--- src/common/tpm_pkg.sv ---
// Package: register map, field positions and reset values of the motor PWM block
package tpm_pkg;
  // -------------------------------------------------------------------------
  // Widths
  // -------------------------------------------------------------------------
  localparam int CNT_W   = 10;
  localparam int PRE_W   = 8;
  localparam int DT_W    = 6;
  localparam int SPD_W   = 16;
  localparam int REP_W   = 8;
  localparam int FLAG_W  = 8;
  localparam int ADDR_W  = 6;

  // -------------------------------------------------------------------------
  // Register byte offsets
  // -------------------------------------------------------------------------
  localparam logic [ADDR_W-1:0] OFS_CTRL   = 6'h00;
  localparam logic [ADDR_W-1:0] OFS_PRESC  = 6'h04;
  localparam logic [ADDR_W-1:0] OFS_PERIOD = 6'h08;
  localparam logic [ADDR_W-1:0] OFS_CMP_U  = 6'h0c;
  localparam logic [ADDR_W-1:0] OFS_CMP_V  = 6'h10;
  localparam logic [ADDR_W-1:0] OFS_CMP_W  = 6'h14;
  localparam logic [ADDR_W-1:0] OFS_DEAD   = 6'h18;
  localparam logic [ADDR_W-1:0] OFS_REPEAT = 6'h1c;
  localparam logic [ADDR_W-1:0] OFS_SPEED  = 6'h20;
  localparam logic [ADDR_W-1:0] OFS_STATUS = 6'h24;
  localparam logic [ADDR_W-1:0] OFS_MASK   = 6'h28;
  localparam logic [ADDR_W-1:0] OFS_COUNT  = 6'h2c;

  // -------------------------------------------------------------------------
  // Control and count register fields
  // -------------------------------------------------------------------------
  localparam int CTRL_EN     = 0;
  localparam int CTRL_MODE   = 1;
  localparam int CTRL_EDGE_L = 2;
  localparam int CTRL_EDGE_H = 3;
  localparam int CTRL_REARM  = 8;
  localparam int CNT_STOP    = 16;
  localparam int CNT_DIR     = 17;

  // -------------------------------------------------------------------------
  // Status flag positions
  // -------------------------------------------------------------------------
  localparam int FL_PERIOD = 0;
  localparam int FL_TOP    = 1;
  localparam int FL_CMP_U  = 2;
  localparam int FL_CMP_V  = 3;
  localparam int FL_CMP_W  = 4;
  localparam int FL_TACH   = 5;
  localparam int FL_TOVF   = 6;
  localparam int FL_ESTOP  = 7;

  // -------------------------------------------------------------------------
  // Reset values and encodings
  // -------------------------------------------------------------------------
  localparam logic [CNT_W-1:0] PERIOD_RST = 10'h3ff;
  localparam logic [DT_W-1:0]  DEAD_RST   = 6'h00;
  localparam logic [1:0]       EDGE_NONE  = 2'h0;
  localparam logic [1:0]       EDGE_RISE  = 2'h1;
  localparam logic [1:0]       EDGE_FALL  = 2'h2;
  localparam logic [1:0]       EDGE_BOTH  = 2'h3;
  localparam logic [1:0]       HTRANS_NONSEQ = 2'h2;

  typedef enum logic {TPM_CLASSIC, TPM_CENTER} tpm_mode_t;
endpackage

--- src/hw/tpm_deadband.sv ---
// Dead-time inserter for one phase: true and complementary outputs
`timescale 1ns/1ps
`default_nettype none
module tpm_deadband (
  input  wire logic                   hclk,
  input  wire logic                   hresetn,
  input  wire logic                   run,
  input  wire logic                   ref_in,
  input  wire logic [tpm_pkg::DT_W-1:0] dead,
  output logic                        out_hi,
  output logic                        out_lo
);
  import tpm_pkg::*;

  logic            ref_r;
  logic [DT_W-1:0] cnt_r;

  // --------------------------------------------------------------------------
  // Edge gap then drive the new side
  // --------------------------------------------------------------------------
  // dead time gap
  always_ff @(posedge hclk or negedge hresetn) begin
    if (!hresetn) begin
      ref_r  <= 1'b0;
      cnt_r  <= '0;
      out_hi <= 1'b0;
      out_lo <= 1'b0;
    end else if (!run) begin
      ref_r  <= ref_in;
      cnt_r  <= dead;
      out_hi <= 1'b0;
      out_lo <= 1'b0;
    end else if (ref_in != ref_r) begin
      ref_r  <= ref_in;
      cnt_r  <= dead;
      out_hi <= 1'b0;
      out_lo <= 1'b0;
    end else if (cnt_r != '0) begin
      cnt_r <= cnt_r - 1'b1;
    end else begin
      // complementary pair
      out_hi <= ref_r;
      out_lo <= ~ref_r;
    end
  end
endmodule
`default_nettype wire

--- src/hw/tpm_motor_pwm.sv ---
// Three-phase motor PWM controller with AHB-Lite register slave
// Functional notes
// Six PWM output pins drive the external three-phase inverter.
// One PWM per phase U, V, W from a shared 10-bit counter.
// Each phase also has a complementary output.
// Classic or zero-centered generation mode is selectable.
// Counter clock is hclk divided by an 8-bit prescaler.
// Programmable 6-bit dead time separates each complementary pair.
// Rotor speed is measured from tachometer edges, 16-bit result.
// Software selects rising, falling or both tachometer edges.
// Emergency stop input stops the outputs at once without firmware.
// One interrupt output with eight cause flags.
// Classic counts up and wraps; centered counts up then down.
// Emergency stop holds outputs inactive until software re-arms.
//
// Design decisions made here: the AHB-Lite interface to the registers and the address map.
`timescale 1ns/1ps
`default_nettype none
module tpm_motor_pwm (
  input  wire logic        hclk,
  input  wire logic        hresetn,
  input  wire logic        hsel,
  input  wire logic [31:0] haddr,
  input  wire logic [1:0]  htrans,
  input  wire logic        hwrite,
  input  wire logic [2:0]  hsize,
  input  wire logic [31:0] hwdata,
  input  wire logic        hready,
  output logic             hreadyout,
  output logic             hresp,
  output logic [31:0]      hrdata,
  input  wire logic        tach_in,
  input  wire logic        estop_in,
  output logic             pwm_u,
  output logic             pwm_u_n,
  output logic             pwm_v,
  output logic             pwm_v_n,
  output logic             pwm_w,
  output logic             pwm_w_n,
  output logic             irq
);
  import tpm_pkg::*;

  // --------------------------------------------------------------------------
  // Registers
  // --------------------------------------------------------------------------
  logic              en_r;
  tpm_mode_t         mode_r;
  logic [1:0]        edge_r;
  logic [PRE_W-1:0]  presc_r;
  logic [CNT_W-1:0]  period_r;
  logic [CNT_W-1:0]  cmp_r [3];
  logic [DT_W-1:0]   dead_r;
  logic [REP_W-1:0]  rep_r;
  logic [FLAG_W-1:0] status_r;
  logic [FLAG_W-1:0] mask_r;
  logic              stop_r;

  // Bus data phase state
  logic              wr_pend_r;
  logic [ADDR_W-1:0] wr_addr_r;
  logic              acc;
  logic              rd_acc;
  logic              stat_rd;

  // Counter state
  logic [PRE_W-1:0]  pre_cnt_r;
  logic [CNT_W-1:0]  cnt_r;
  logic              down_r;
  logic [REP_W-1:0]  rep_cnt_r;
  logic              tick;
  logic              run;
  logic              at_top;
  logic              at_zero;
  logic              rep_hit;
  logic [2:0]        ref_ph;
  logic [2:0]        cmp_hit;
  logic [2:0]        hi_ph;
  logic [2:0]        lo_ph;
  logic [SPD_W-1:0]  speed;
  logic              cap_pulse;
  logic              ovf_pulse;
  logic [FLAG_W-1:0] ev;
  logic [31:0]       rd_mux;

  // --------------------------------------------------------------------------
  // AHB-Lite decode
  // --------------------------------------------------------------------------
  // Zero wait state slave, always OKAY
  assign hreadyout = 1'b1;
  assign hresp     = 1'b0;
  assign acc       = hsel & hready & (htrans == HTRANS_NONSEQ || htrans == 2'h3);
  assign rd_acc    = acc & ~hwrite;
  assign stat_rd   = rd_acc & (haddr[ADDR_W-1:0] == OFS_STATUS);

  // Latch address phase of a write
  always_ff @(posedge hclk or negedge hresetn) begin
    if (!hresetn) begin
      wr_pend_r <= 1'b0;
      wr_addr_r <= '0;
    end else begin
      wr_pend_r <= acc & hwrite;
      wr_addr_r <= haddr[ADDR_W-1:0];
    end
  end

  // Write data phase into control registers
  always_ff @(posedge hclk or negedge hresetn) begin
    if (!hresetn) begin
      en_r     <= 1'b0;
      mode_r   <= TPM_CLASSIC;
      edge_r   <= EDGE_NONE;
      presc_r  <= '0;
      period_r <= PERIOD_RST;
      cmp_r[0] <= '0;
      cmp_r[1] <= '0;
      cmp_r[2] <= '0;
      dead_r   <= DEAD_RST;
      rep_r    <= '0;
      mask_r   <= '0;
    end else if (wr_pend_r) begin
      case (wr_addr_r)
        OFS_CTRL: begin
          en_r   <= hwdata[CTRL_EN];
          // mode select
          mode_r <= tpm_mode_t'(hwdata[CTRL_MODE]);
          edge_r <= hwdata[CTRL_EDGE_H:CTRL_EDGE_L];
        end
        OFS_PRESC:  presc_r  <= hwdata[PRE_W-1:0];
        OFS_PERIOD: period_r <= hwdata[CNT_W-1:0];
        OFS_CMP_U:  cmp_r[0] <= hwdata[CNT_W-1:0];
        OFS_CMP_V:  cmp_r[1] <= hwdata[CNT_W-1:0];
        OFS_CMP_W:  cmp_r[2] <= hwdata[CNT_W-1:0];
        OFS_DEAD:   dead_r   <= hwdata[DT_W-1:0];
        OFS_REPEAT: rep_r    <= hwdata[REP_W-1:0];
        OFS_MASK:   mask_r   <= hwdata[FLAG_W-1:0];
        default: ;
      endcase
    end
  end

  // --------------------------------------------------------------------------
  // Emergency stop latch
  // --------------------------------------------------------------------------
  // hold until re-arm
  always_ff @(posedge hclk or negedge hresetn) begin
    if (!hresetn) begin
      stop_r <= 1'b0;
    end else if (estop_in) begin
      stop_r <= 1'b1;
    end else if (wr_pend_r && wr_addr_r == OFS_CTRL && hwdata[CTRL_REARM]) begin
      stop_r <= 1'b0;
    end
  end

  assign run = en_r & ~stop_r & ~estop_in;

  // --------------------------------------------------------------------------
  // Prescaler
  // --------------------------------------------------------------------------
  // divide hclk by presc+1
  always_ff @(posedge hclk or negedge hresetn) begin
    if (!hresetn) begin
      pre_cnt_r <= '0;
    end else if (!run || pre_cnt_r >= presc_r) begin
      pre_cnt_r <= '0;
    end else begin
      pre_cnt_r <= pre_cnt_r + 1'b1;
    end
  end

  assign tick    = run & (pre_cnt_r >= presc_r);
  assign at_top  = (cnt_r >= period_r);
  assign at_zero = (cnt_r == '0);

  // --------------------------------------------------------------------------
  // PWM counter
  // --------------------------------------------------------------------------
  // up-wrap or up-down
  always_ff @(posedge hclk or negedge hresetn) begin
    if (!hresetn) begin
      cnt_r  <= '0;
      down_r <= 1'b0;
    end else if (!run) begin
      cnt_r  <= '0;
      down_r <= 1'b0;
    end else if (tick) begin
      if (mode_r == TPM_CLASSIC) begin
        down_r <= 1'b0;
        cnt_r  <= at_top ? '0 : cnt_r + 1'b1;
      end else if (down_r) begin
        if (cnt_r <= 10'h001) down_r <= 1'b0;
        cnt_r <= at_zero ? cnt_r : cnt_r - 1'b1;
      end else begin
        if (at_top) begin
          down_r <= 1'b1;
          cnt_r  <= (cnt_r == '0) ? cnt_r : cnt_r - 1'b1;
        end else begin
          cnt_r <= cnt_r + 1'b1;
        end
      end
    end
  end

  // Repetition counter: period flag every rep+1 periods
  always_ff @(posedge hclk or negedge hresetn) begin
    if (!hresetn) begin
      rep_cnt_r <= '0;
    end else if (!run) begin
      rep_cnt_r <= '0;
    end else if (tick && at_zero) begin
      rep_cnt_r <= (rep_cnt_r >= rep_r) ? '0 : rep_cnt_r + 1'b1;
    end
  end

  assign rep_hit = tick & at_zero & (rep_cnt_r >= rep_r);

  // --------------------------------------------------------------------------
  // Phases: compare, dead time, pins
  // --------------------------------------------------------------------------
  genvar g;
  generate
    for (g = 0; g < 3; g++) begin : g_ph
      // compare per phase
      assign ref_ph[g]  = run & (cnt_r < cmp_r[g]);
      assign cmp_hit[g] = tick & (cnt_r == cmp_r[g]);
      tpm_deadband u_db (
        .hclk    (hclk),
        .hresetn (hresetn),
        .run     (run),
        .ref_in  (ref_ph[g]),
        .dead    (dead_r),
        .out_hi  (hi_ph[g]),
        .out_lo  (lo_ph[g])
      );
    end
  endgenerate

  // direct gate by stop input
  // six output pins
  assign pwm_u   = hi_ph[0] & ~estop_in & ~stop_r;
  assign pwm_u_n = lo_ph[0] & ~estop_in & ~stop_r;
  assign pwm_v   = hi_ph[1] & ~estop_in & ~stop_r;
  assign pwm_v_n = lo_ph[1] & ~estop_in & ~stop_r;
  assign pwm_w   = hi_ph[2] & ~estop_in & ~stop_r;
  assign pwm_w_n = lo_ph[2] & ~estop_in & ~stop_r;

  // --------------------------------------------------------------------------
  // Tachometer
  // --------------------------------------------------------------------------
  tpm_tach u_tach (
    .hclk      (hclk),
    .hresetn   (hresetn),
    .tick      (tick),
    .tach_in   (tach_in),
    .edge_sel  (edge_r),
    .speed     (speed),
    .cap_pulse (cap_pulse),
    .ovf_pulse (ovf_pulse)
  );

  // --------------------------------------------------------------------------
  // Interrupt flags
  // --------------------------------------------------------------------------
  always_comb begin
    ev            = '0;
    ev[FL_PERIOD] = rep_hit;
    ev[FL_TOP]    = tick & at_top;
    ev[FL_CMP_U]  = cmp_hit[0];
    ev[FL_CMP_V]  = cmp_hit[1];
    ev[FL_CMP_W]  = cmp_hit[2];
    ev[FL_TACH]   = cap_pulse;
    ev[FL_TOVF]   = ovf_pulse;
    ev[FL_ESTOP]  = estop_in & ~stop_r;
  end

  // sticky flags, read clears, set wins
  always_ff @(posedge hclk or negedge hresetn) begin
    if (!hresetn) status_r <= '0;
    else          status_r <= (stat_rd ? '0 : status_r) | ev;
  end

  // single masked interrupt
  always_ff @(posedge hclk or negedge hresetn) begin
    if (!hresetn) irq <= 1'b0;
    else          irq <= |(((stat_rd ? '0 : status_r) | ev) & mask_r);
  end

  // --------------------------------------------------------------------------
  // Read data
  // --------------------------------------------------------------------------
  always_comb begin
    rd_mux = '0;
    case (haddr[ADDR_W-1:0])
      OFS_CTRL: begin
        rd_mux[CTRL_EN]                 = en_r;
        rd_mux[CTRL_MODE]               = mode_r;
        rd_mux[CTRL_EDGE_H:CTRL_EDGE_L] = edge_r;
      end
      OFS_PRESC:  rd_mux[PRE_W-1:0]  = presc_r;
      OFS_PERIOD: rd_mux[CNT_W-1:0]  = period_r;
      OFS_CMP_U:  rd_mux[CNT_W-1:0]  = cmp_r[0];
      OFS_CMP_V:  rd_mux[CNT_W-1:0]  = cmp_r[1];
      OFS_CMP_W:  rd_mux[CNT_W-1:0]  = cmp_r[2];
      OFS_DEAD:   rd_mux[DT_W-1:0]   = dead_r;
      OFS_REPEAT: rd_mux[REP_W-1:0]  = rep_r;
      OFS_SPEED:  rd_mux[SPD_W-1:0]  = speed;
      OFS_STATUS: rd_mux[FLAG_W-1:0] = status_r | ev;
      OFS_MASK:   rd_mux[FLAG_W-1:0] = mask_r;
      OFS_COUNT: begin
        rd_mux[CNT_W-1:0] = cnt_r;
        rd_mux[CNT_STOP]  = stop_r;
        rd_mux[CNT_DIR]   = down_r;
      end
      default: rd_mux = '0;
    endcase
  end

  // Read data captured at the address phase edge
  always_ff @(posedge hclk or negedge hresetn) begin
    if (!hresetn)    hrdata <= '0;
    else if (rd_acc) hrdata <= rd_mux;
  end

  // Size is not checked: only whole words are used
  logic unused_ok;
  assign unused_ok = ^{hsize, haddr[31:ADDR_W]};
endmodule
`default_nettype wire

--- src/hw/tpm_tach.sv ---
// Tachometer edge detector and period measurement
`timescale 1ns/1ps
`default_nettype none
module tpm_tach (
  input  wire logic                    hclk,
  input  wire logic                    hresetn,
  input  wire logic                    tick,
  input  wire logic                    tach_in,
  input  wire logic [1:0]              edge_sel,
  output logic [tpm_pkg::SPD_W-1:0]    speed,
  output logic                         cap_pulse,
  output logic                         ovf_pulse
);
  import tpm_pkg::*;

  logic             tach_d_r;
  logic [SPD_W-1:0] cnt_r;
  logic             hit;

  // --------------------------------------------------------------------------
  // Edge selection
  // --------------------------------------------------------------------------
  // programmable edges
  always_comb begin
    case (edge_sel)
      EDGE_RISE: hit = tach_in & ~tach_d_r;
      EDGE_FALL: hit = ~tach_in & tach_d_r;
      EDGE_BOTH: hit = tach_in ^ tach_d_r;
      default:   hit = 1'b0;
    endcase
  end

  // Input history
  always_ff @(posedge hclk or negedge hresetn) begin
    if (!hresetn) tach_d_r <= 1'b0;
    else          tach_d_r <= tach_in;
  end

  // --------------------------------------------------------------------------
  // Period counter and capture
  // --------------------------------------------------------------------------
  // speed capture
  always_ff @(posedge hclk or negedge hresetn) begin
    if (!hresetn) begin
      cnt_r     <= '0;
      speed     <= '0;
      cap_pulse <= 1'b0;
      ovf_pulse <= 1'b0;
    end else begin
      cap_pulse <= hit;
      ovf_pulse <= 1'b0;
      if (hit) begin
        speed <= cnt_r;
        // A tick on the capture edge opens the new count, so none is lost
        cnt_r <= {{(SPD_W-1){1'b0}}, tick};
      end else if (tick) begin
        if (cnt_r == {SPD_W{1'b1}}) ovf_pulse <= 1'b1; // Saturated, no edge seen
        else                        cnt_r <= cnt_r + 1'b1;
      end
    end
  end
endmodule
`default_nettype wire
--- config.mk ---
export PLATFORM = sky130hd
export DESIGN_NAME = tpm_motor_pwm
export DESIGN_NICKNAME = d
export VERILOG_FILES = /design/src/common/tpm_pkg.sv /design/src/hw/tpm_deadband.sv /design/src/hw/tpm_motor_pwm.sv /design/src/hw/tpm_tach.sv
export SDC_FILE = /design/constraint.sdc
export NUM_CORES = 1
export LEC_CHECK = 0
export ABC_AREA = 1
export BUFFER_PORTS_ARGS = -buffer_cell sky130_fd_sc_hd__buf_2
export CAP_MARGIN = 20
export CORE_MARGIN = 4
export CORE_UTILIZATION = 40
export CTS_CLUSTER_DIAMETER = 200
export CTS_CLUSTER_SIZE = 10
export DETAILED_ROUTE_END_ITERATION = 7
export MAX_ROUTING_LAYER = met4
export REMOVE_ABC_BUFFERS = 1
export SETUP_SLACK_MARGIN = 0.5
export SKIP_CTS_REPAIR_TIMING = 1
export SYNTH_ARGS = -nofsm -noshare
export SYNTH_HDL_FRONTEND = slang
export SYNTH_SLANG_ARGS = --single-unit
--- constraint.sdc ---
create_clock -name hclk -period 4.1 [get_ports hclk]
set_input_delay 0.41 -clock hclk [delete_from_list [all_inputs] [get_ports hclk]]
set_output_delay 0.41 -clock hclk [all_outputs]
set_load 0.03 [all_outputs]
After elaboration in Yosys (flattened, before gate mapping)
Cells that the tools add are included.

Flip-flop bits (word level): 198. Memories kept: 0. Bits in read-only memories: 0. Bits of input ports: 76. RAM bits: 0. Logic and storage cells: 231. Output and inout bits: 41. Latch bits: 0.

Eq/ne operators: 43. Muxes and demuxes: 66. Add/subtract/negate cells: 8. Magnitude comparators: 7. Shift operators: 0. Reductions and logical operators: 25. Bitwise logic cells: 44. Divide/modulo/power cells: 0. $mul: 0.

Operator list (count): two-way mux 10 bit (7); two-way mux 6 bit (10); equality test 6 x 5 -> 1 bit, second input constant (8); two-way mux 16 bit (3); one-hot mux 4 bit (12 select lines) (1); two-way mux 8 bit (5); two-way mux 1 bit (35); AND 1 bit (32); equality test 10 bit (3); equality test 6 bit, second input constant (5); < comparator 10 bit (3); equality test 6 x 4 -> 1 bit, second input constant (4); one-hot mux 2 bit (11 select lines) (1); one-hot mux 2 bit (10 select lines) (1); AND reduction 2 bit (10); nonzero test 6 bit (3); subtractor 6 x 1 -> 6 bit, second input constant (3); adder 16 x 1 -> 16 bit, second input constant (1); adder 8 x 1 -> 8 bit, second input constant (2); equality test 16 bit, second input constant (1); >= comparator 8 bit (2); OR 8 bit (2); equality test 6 x 3 -> 1 bit, second input constant (2); logical NOT 6 bit (2); 24 further kinds (47).

Depth between registers and ports, before layout
Depth in word-level cells: 9. Depth in mapped cells: 17. Depth with buffers taken out: 17.

Hierarchy
A second synthesis with hierarchy kept.

Cells, all modules: 1514. Area, all modules: 11792.6 µm².

Modules (own cells, without submodules): tpm_motor_pwm (cells each 1065, sequential area each 3415.8 µm², times used 1, area each 8186.6 µm²); tpm_tach (cells each 242, sequential area each 875.8 µm², times used 1, area each 1924.3 µm²); tpm_deadband (cells each 69, sequential area each 225.2 µm², times used 3, area each 560.5 µm²).

Least setup slack after synthesis
No wires, ideal clock.

Path kind: register to register. Start point: reg cnt_r[7]. End point: reg g_ph[1].u_db.cnt_r[5]. Cell stages (with the launch flop): 12. Setup time: 0.083 ns. Path slack: 1.897 ns. Path buffers: 0. Clock period less this slack: 2.203 ns. Data required time: 4.017 ns. Arrival time: 2.120 ns. Cells stage by stage: dfrtp_1 ha_1 a21oi_1 nor2_1 a211oi_1 nand4_1 ha_1 nor2_8 nand2_2 a21oi_1 o21ai_1 o21ai_0.

Word-level cells in the longest chain between the ends: 5. Elaborated cells between the ends (all ways): 6. Classes of those cells: order compare (1); eq/ne (2); mux (2); bitwise (1).

RTL lines: start, declared (line tpm_motor_pwm.sv:68) `logic [CNT_W-1:0] cnt_r;`; start signal, assigned (line tpm_motor_pwm.sv:190) `cnt_r <= at_top ? '0 : cnt_r + 1'b1;`; start signal, assigned (line tpm_motor_pwm.sv:193) `cnt_r <= at_zero ? cnt_r : cnt_r - 1'b1;`; start signal, assigned (line tpm_motor_pwm.sv:197) `cnt_r <= (cnt_r == '0) ? cnt_r : cnt_r - 1'b1;`; < comparator 10 bit * (line tpm_motor_pwm.sv:225) `assign ref_ph[g] = run & (cnt_r < cmp_r[g]);`; AND 1 bit * (line tpm_motor_pwm.sv:225); inequality test 1 bit * (line tpm_deadband.sv:33) `end else if (ref_in != ref_r) begin`; two-way mux 6 bit (line tpm_deadband.sv:33); two-way mux 6 bit (line tpm_deadband.sv:28) `end else if (!run) begin`; end signal, assigned (line tpm_deadband.sv:39) `cnt_r <= cnt_r - 1'b1;`; end, declared (line tpm_deadband.sv:16) `logic [DT_W-1:0] cnt_r;`.

Every way passes the cells marked *; elsewhere a longest branch is shown, timed or not. A chain may end at the register's enable or synchronous reset.

Worst setup path in the final report
Start point: reg cnt_r[7]. End point: reg g_ph[2].u_db.cnt_r[5].

Word-level cells in the longest chain between the ends: 5. Elaborated cells between the ends (all ways): 6. Classes of those cells: order compare (1); eq/ne (2); mux (2); bitwise (1).

RTL lines (line): < comparator 10 bit * (tpm_motor_pwm.sv:225); AND 1 bit * (tpm_motor_pwm.sv:225); inequality test 1 bit * (tpm_deadband.sv:33); two-way mux 6 bit (tpm_deadband.sv:33); two-way mux 6 bit (tpm_deadband.sv:28); end signal, assigned (tpm_deadband.sv:39); end, declared (tpm_deadband.sv:16).

Marks and branches as above.

==> summary.txt <==
Timing
  – Max Freq: 0.343 GHz
  – Count of final max-slew check failures: 0
  – Min Tclk post-route: 2.92 ns
  – RSZ-0062 raised after global routing: false
  – Final hold violation count: 0
  – Final worst-path cycle share: 0.711
  – Worst slew pin tran: 0.914 ns
  – Setup_tns: 0 ns
  – Worst rel slew slack: 0.389
  – Final setup vio count: 0
  – Skew final: 0.0210 ns

Worst setup path
  – CP endpoint kind: flop
  – FF-to-FF setup slack: 1.18 ns
  – Critical path startpoint category: flop
  – Crit path DAT: 3.29 ns
  – Cells along the critical path: buf_4 > ha_1 > a21oi_1 > o21ai_1 > a211oi_1 > nand3_1 > ha_1 > nor2_2 > nand2_1 > a21oi_1 > o21ai_0 > o21ai_0
  – CP top delay family: compound AO/OA/AOI/OAI gates
  – Worst Path Buf+Inv: 1
  – CP Data Required Time: 4.47 ns
  – Crit-path max FO: 11
  – Crit-path slowest cell: dfrtp_1
  – Setup CP Type: flop to flop
  – Crit path largest cell delay: 0.37 ns

Logic synthesis
  – Warnings, synthesis: 0
  – Area contributors post-synth: dfrtp_1, nand2_1, ha_1
  – Distinct cells, synth: 48
  – Top cell type by total area after synthesis: dfrtp_1
  – Post-synthesis cell area: 11500 um2
  – Cells after synthesis: 1425
  – #FFs+latches synth: 198
  – Async S/R FF share, synth: 1.00
  – Count of flip-flops with a built-in enable after synthesis: 0
  – Post-Syn Area per Cell: 8.05 um2
  – Sequential cell area fraction in the yosys report: 0.433
  – Most common flop cell mapped by yosys: dfrtp_1
  – Top cell type's share of synthesized area: 0.410

Placement
  – Post-DP HPWL: 24.4 mm
  – # port buffers: 48
  – DP Area: 12000 um2
  – GPL Wtd Cong: 0.952

Finish
  – Layout Utilization: 0.453
  – Diode count: 0
  – Design area: 12700 um2
  – Multi-input logic area: 5530 um2
  – # fillers: 2819
  – Area delta synth->final: 10.6%
  – Storage cell area: 4970 um2
  – Fin nets: 1621
  – Layout cells sized above 1: 0.112

Floorplanning
  – Die Height: 177 um
  – CORE AREA: 28000 um2
  – Die Area: 31500 um2
  – IO Count: 117
  – Rows: 61
  – Initial Utilization: 0.410
  – Die width: 177 um

Hold path
  – Worst hold path class: primary input to asynchronous set/reset pin

Power
  – PwrDens: 333 nW/um2
  – Peak VDD IR: 264 uV
  – Lkg Pwr: 6.75 nW

Routing
  – DR pass1 iterations: 8
  – WL final: 32.4 mm
  – Via/cell ratio: 5.16
  – DRC: 0
  – 1st-iter DRT viols: 856
  – Mean routed wirelength per cell: 17.4 um
  – Vias: 9593
  – ANT nets after route: 0

Global routing
  – Pin count of the biggest net entering global routing: 95
  – Vias in the first global route: 9283
  – Total track usage: 0.219
  – Congestion Overflow GR: 0
  – Initial antenna violation count: 0
  – First-pass GRT wire length: 52.1 mm

Run status
  – Status: completed

Clock network
  – CTS sink cnt: 198
  – # H-tree levels: 4
  – Total CTS buffers: 17
  – CTS tree: done
  – Clock Latency Late Sink: 0.46 ns
  – Clock root buffer: clkbuf_16
  – Clock slew at the register clock pins of the worst setup and hold paths: 0.09 ns
  – Clock tree buffer depth: 2

Flow run
  – Total of max-cap violations: 0
## Yosys cell counts (9+ instances only)
| master | count |
|---|---|
| nand2_1 | 340 |
| dfrtp_1 | 188 |
| inv_1 | 185 |
| o21ai_0 | 143 |
| nor2_1 | 110 |
| ha_1 | 76 |
| nand3_1 | 63 |
| a21oi_1 | 40 |
| xor2_1 | 29 |
| nor3_1 | 25 |
| buf_4 | 18 |
| clkbuf_1 | 18 |
| nand4_1 | 17 |
| o22ai_1 | 16 |
| o21ai_1 | 13 |
| o21ai_2 | 11 |
| dfstp_2 | 10 |
| nand3_2 | 10 |
| nor2_2 | 10 |
| inv_2 | 9 |
## power by group
part	switching (W)	internal, W	total, W
Clock	0.000955	0.000867	0.00182
Combinational	0.000251	0.0000841	0.000335
Sequential	0.0000498	0.00202	0.00207
## path summary, 6_finish.rpt
check                            startpoint                    end  cells past startpoint
min in group hclk                   tach_in        u_tach.tach_d_r                      1
max in group asynchronous           hresetn            period_r[6]                      2
min                                 hresetn  g_ph[1].u_db.cnt_r[3]                      1
max reg2reg                        cnt_r[7]  g_ph[2].u_db.cnt_r[5]                     12
max                                cnt_r[7]  g_ph[2].u_db.cnt_r[5]                     12
min reg2reg                u_tach.ovf_pulse            status_r[6]                      2
## cells by family (layout without fill, tap and decap cells)
group | Yosys count | in the layout | share of synthesized area
other | 2 | 16 | 0.000655
buffers and inverters | 243 | 286 | 0.0892
DFF | 198 | 198 | 0.433
AOI/OAI and AO/OA | 263 | 263 | 0.131
adders and majority gates | 76 | 76 | 0.0829
and+or+nand+nor | 608 | 608 | 0.237
xor gates and xnor gates | 35 | 35 | 0.0267
## per-stage QoR
stage / cells / power [W] / worst slack (ns) / hold WS, ns
5_1_grt: 1860 / 0.00438 / 0.903 / 0.0585
4_1_cts: 1860 / 0.00426 / 1.16 / 0.0391
2_1_floorplan: 1394 / 0.00229 / 1.61 / 0.114
3_3_place_gp: 1828 / 0.00244 / 1.23 / 0.459
3_5_place_dp: 1828 / 0.00244 / 1.18 / 0.459
6_report: 1860 / 0.00423 / 1.18 / 0.00300
## per-layer routing
layer  part of all wire  vias to the layer above  GRT usage
met3              0.060                       41     0.0371
met2               0.45                      279      0.330
met5                  0                        -          -
met1               0.47                     4542      0.306
met4              0.026                        0     0.0645
li1                   -                     4731          -
## final cells by class
cell class,instances,area share
multi-input cells,998,0.436
flip-flops and latches,198,0.392
inverters,198,0.0592
well taps,378,0.0373
clock buffers,17,0.0335
repair buffers,56,0.0244
clock inverters,15,0.0177
## registers in the layout, summed over array words and instances, names as in the netlist, 2 cells and up
register and flops:
status_r 8, mask_r 8, g_ph.u_db.out_lo 3, dead_r 6, g_ph.u_db.cnt_r 18, u_tach.speed 16, g_ph.u_db.out_hi 3, hrdata 18
edge_r 2, cmp_r 30, g_ph.u_db.ref_r 3, cnt_r 10, presc_r 8, u_tach.cnt_r 16, period_r 10, rep_cnt_r 8
wr_addr_r 6, pre_cnt_r 8, rep_r 8
## layout by cell type, fill, tap and decap left out, types with 11 or more instances in the layout
master     count
a21oi_1       40
buf_2         47
o22ai_1       16
clkbuf_16     17
nand2_1      340
inv_1        185
nor3_1        25
nor2_1       110
o21ai_1       13
o21ai_2       11
nand3_1       63
o21ai_0      143
dfrtp_1      188
xor2_1        29
conb_1        16
ha_1          76
nand4_1       17
Power figures use the tool's default switching activity.
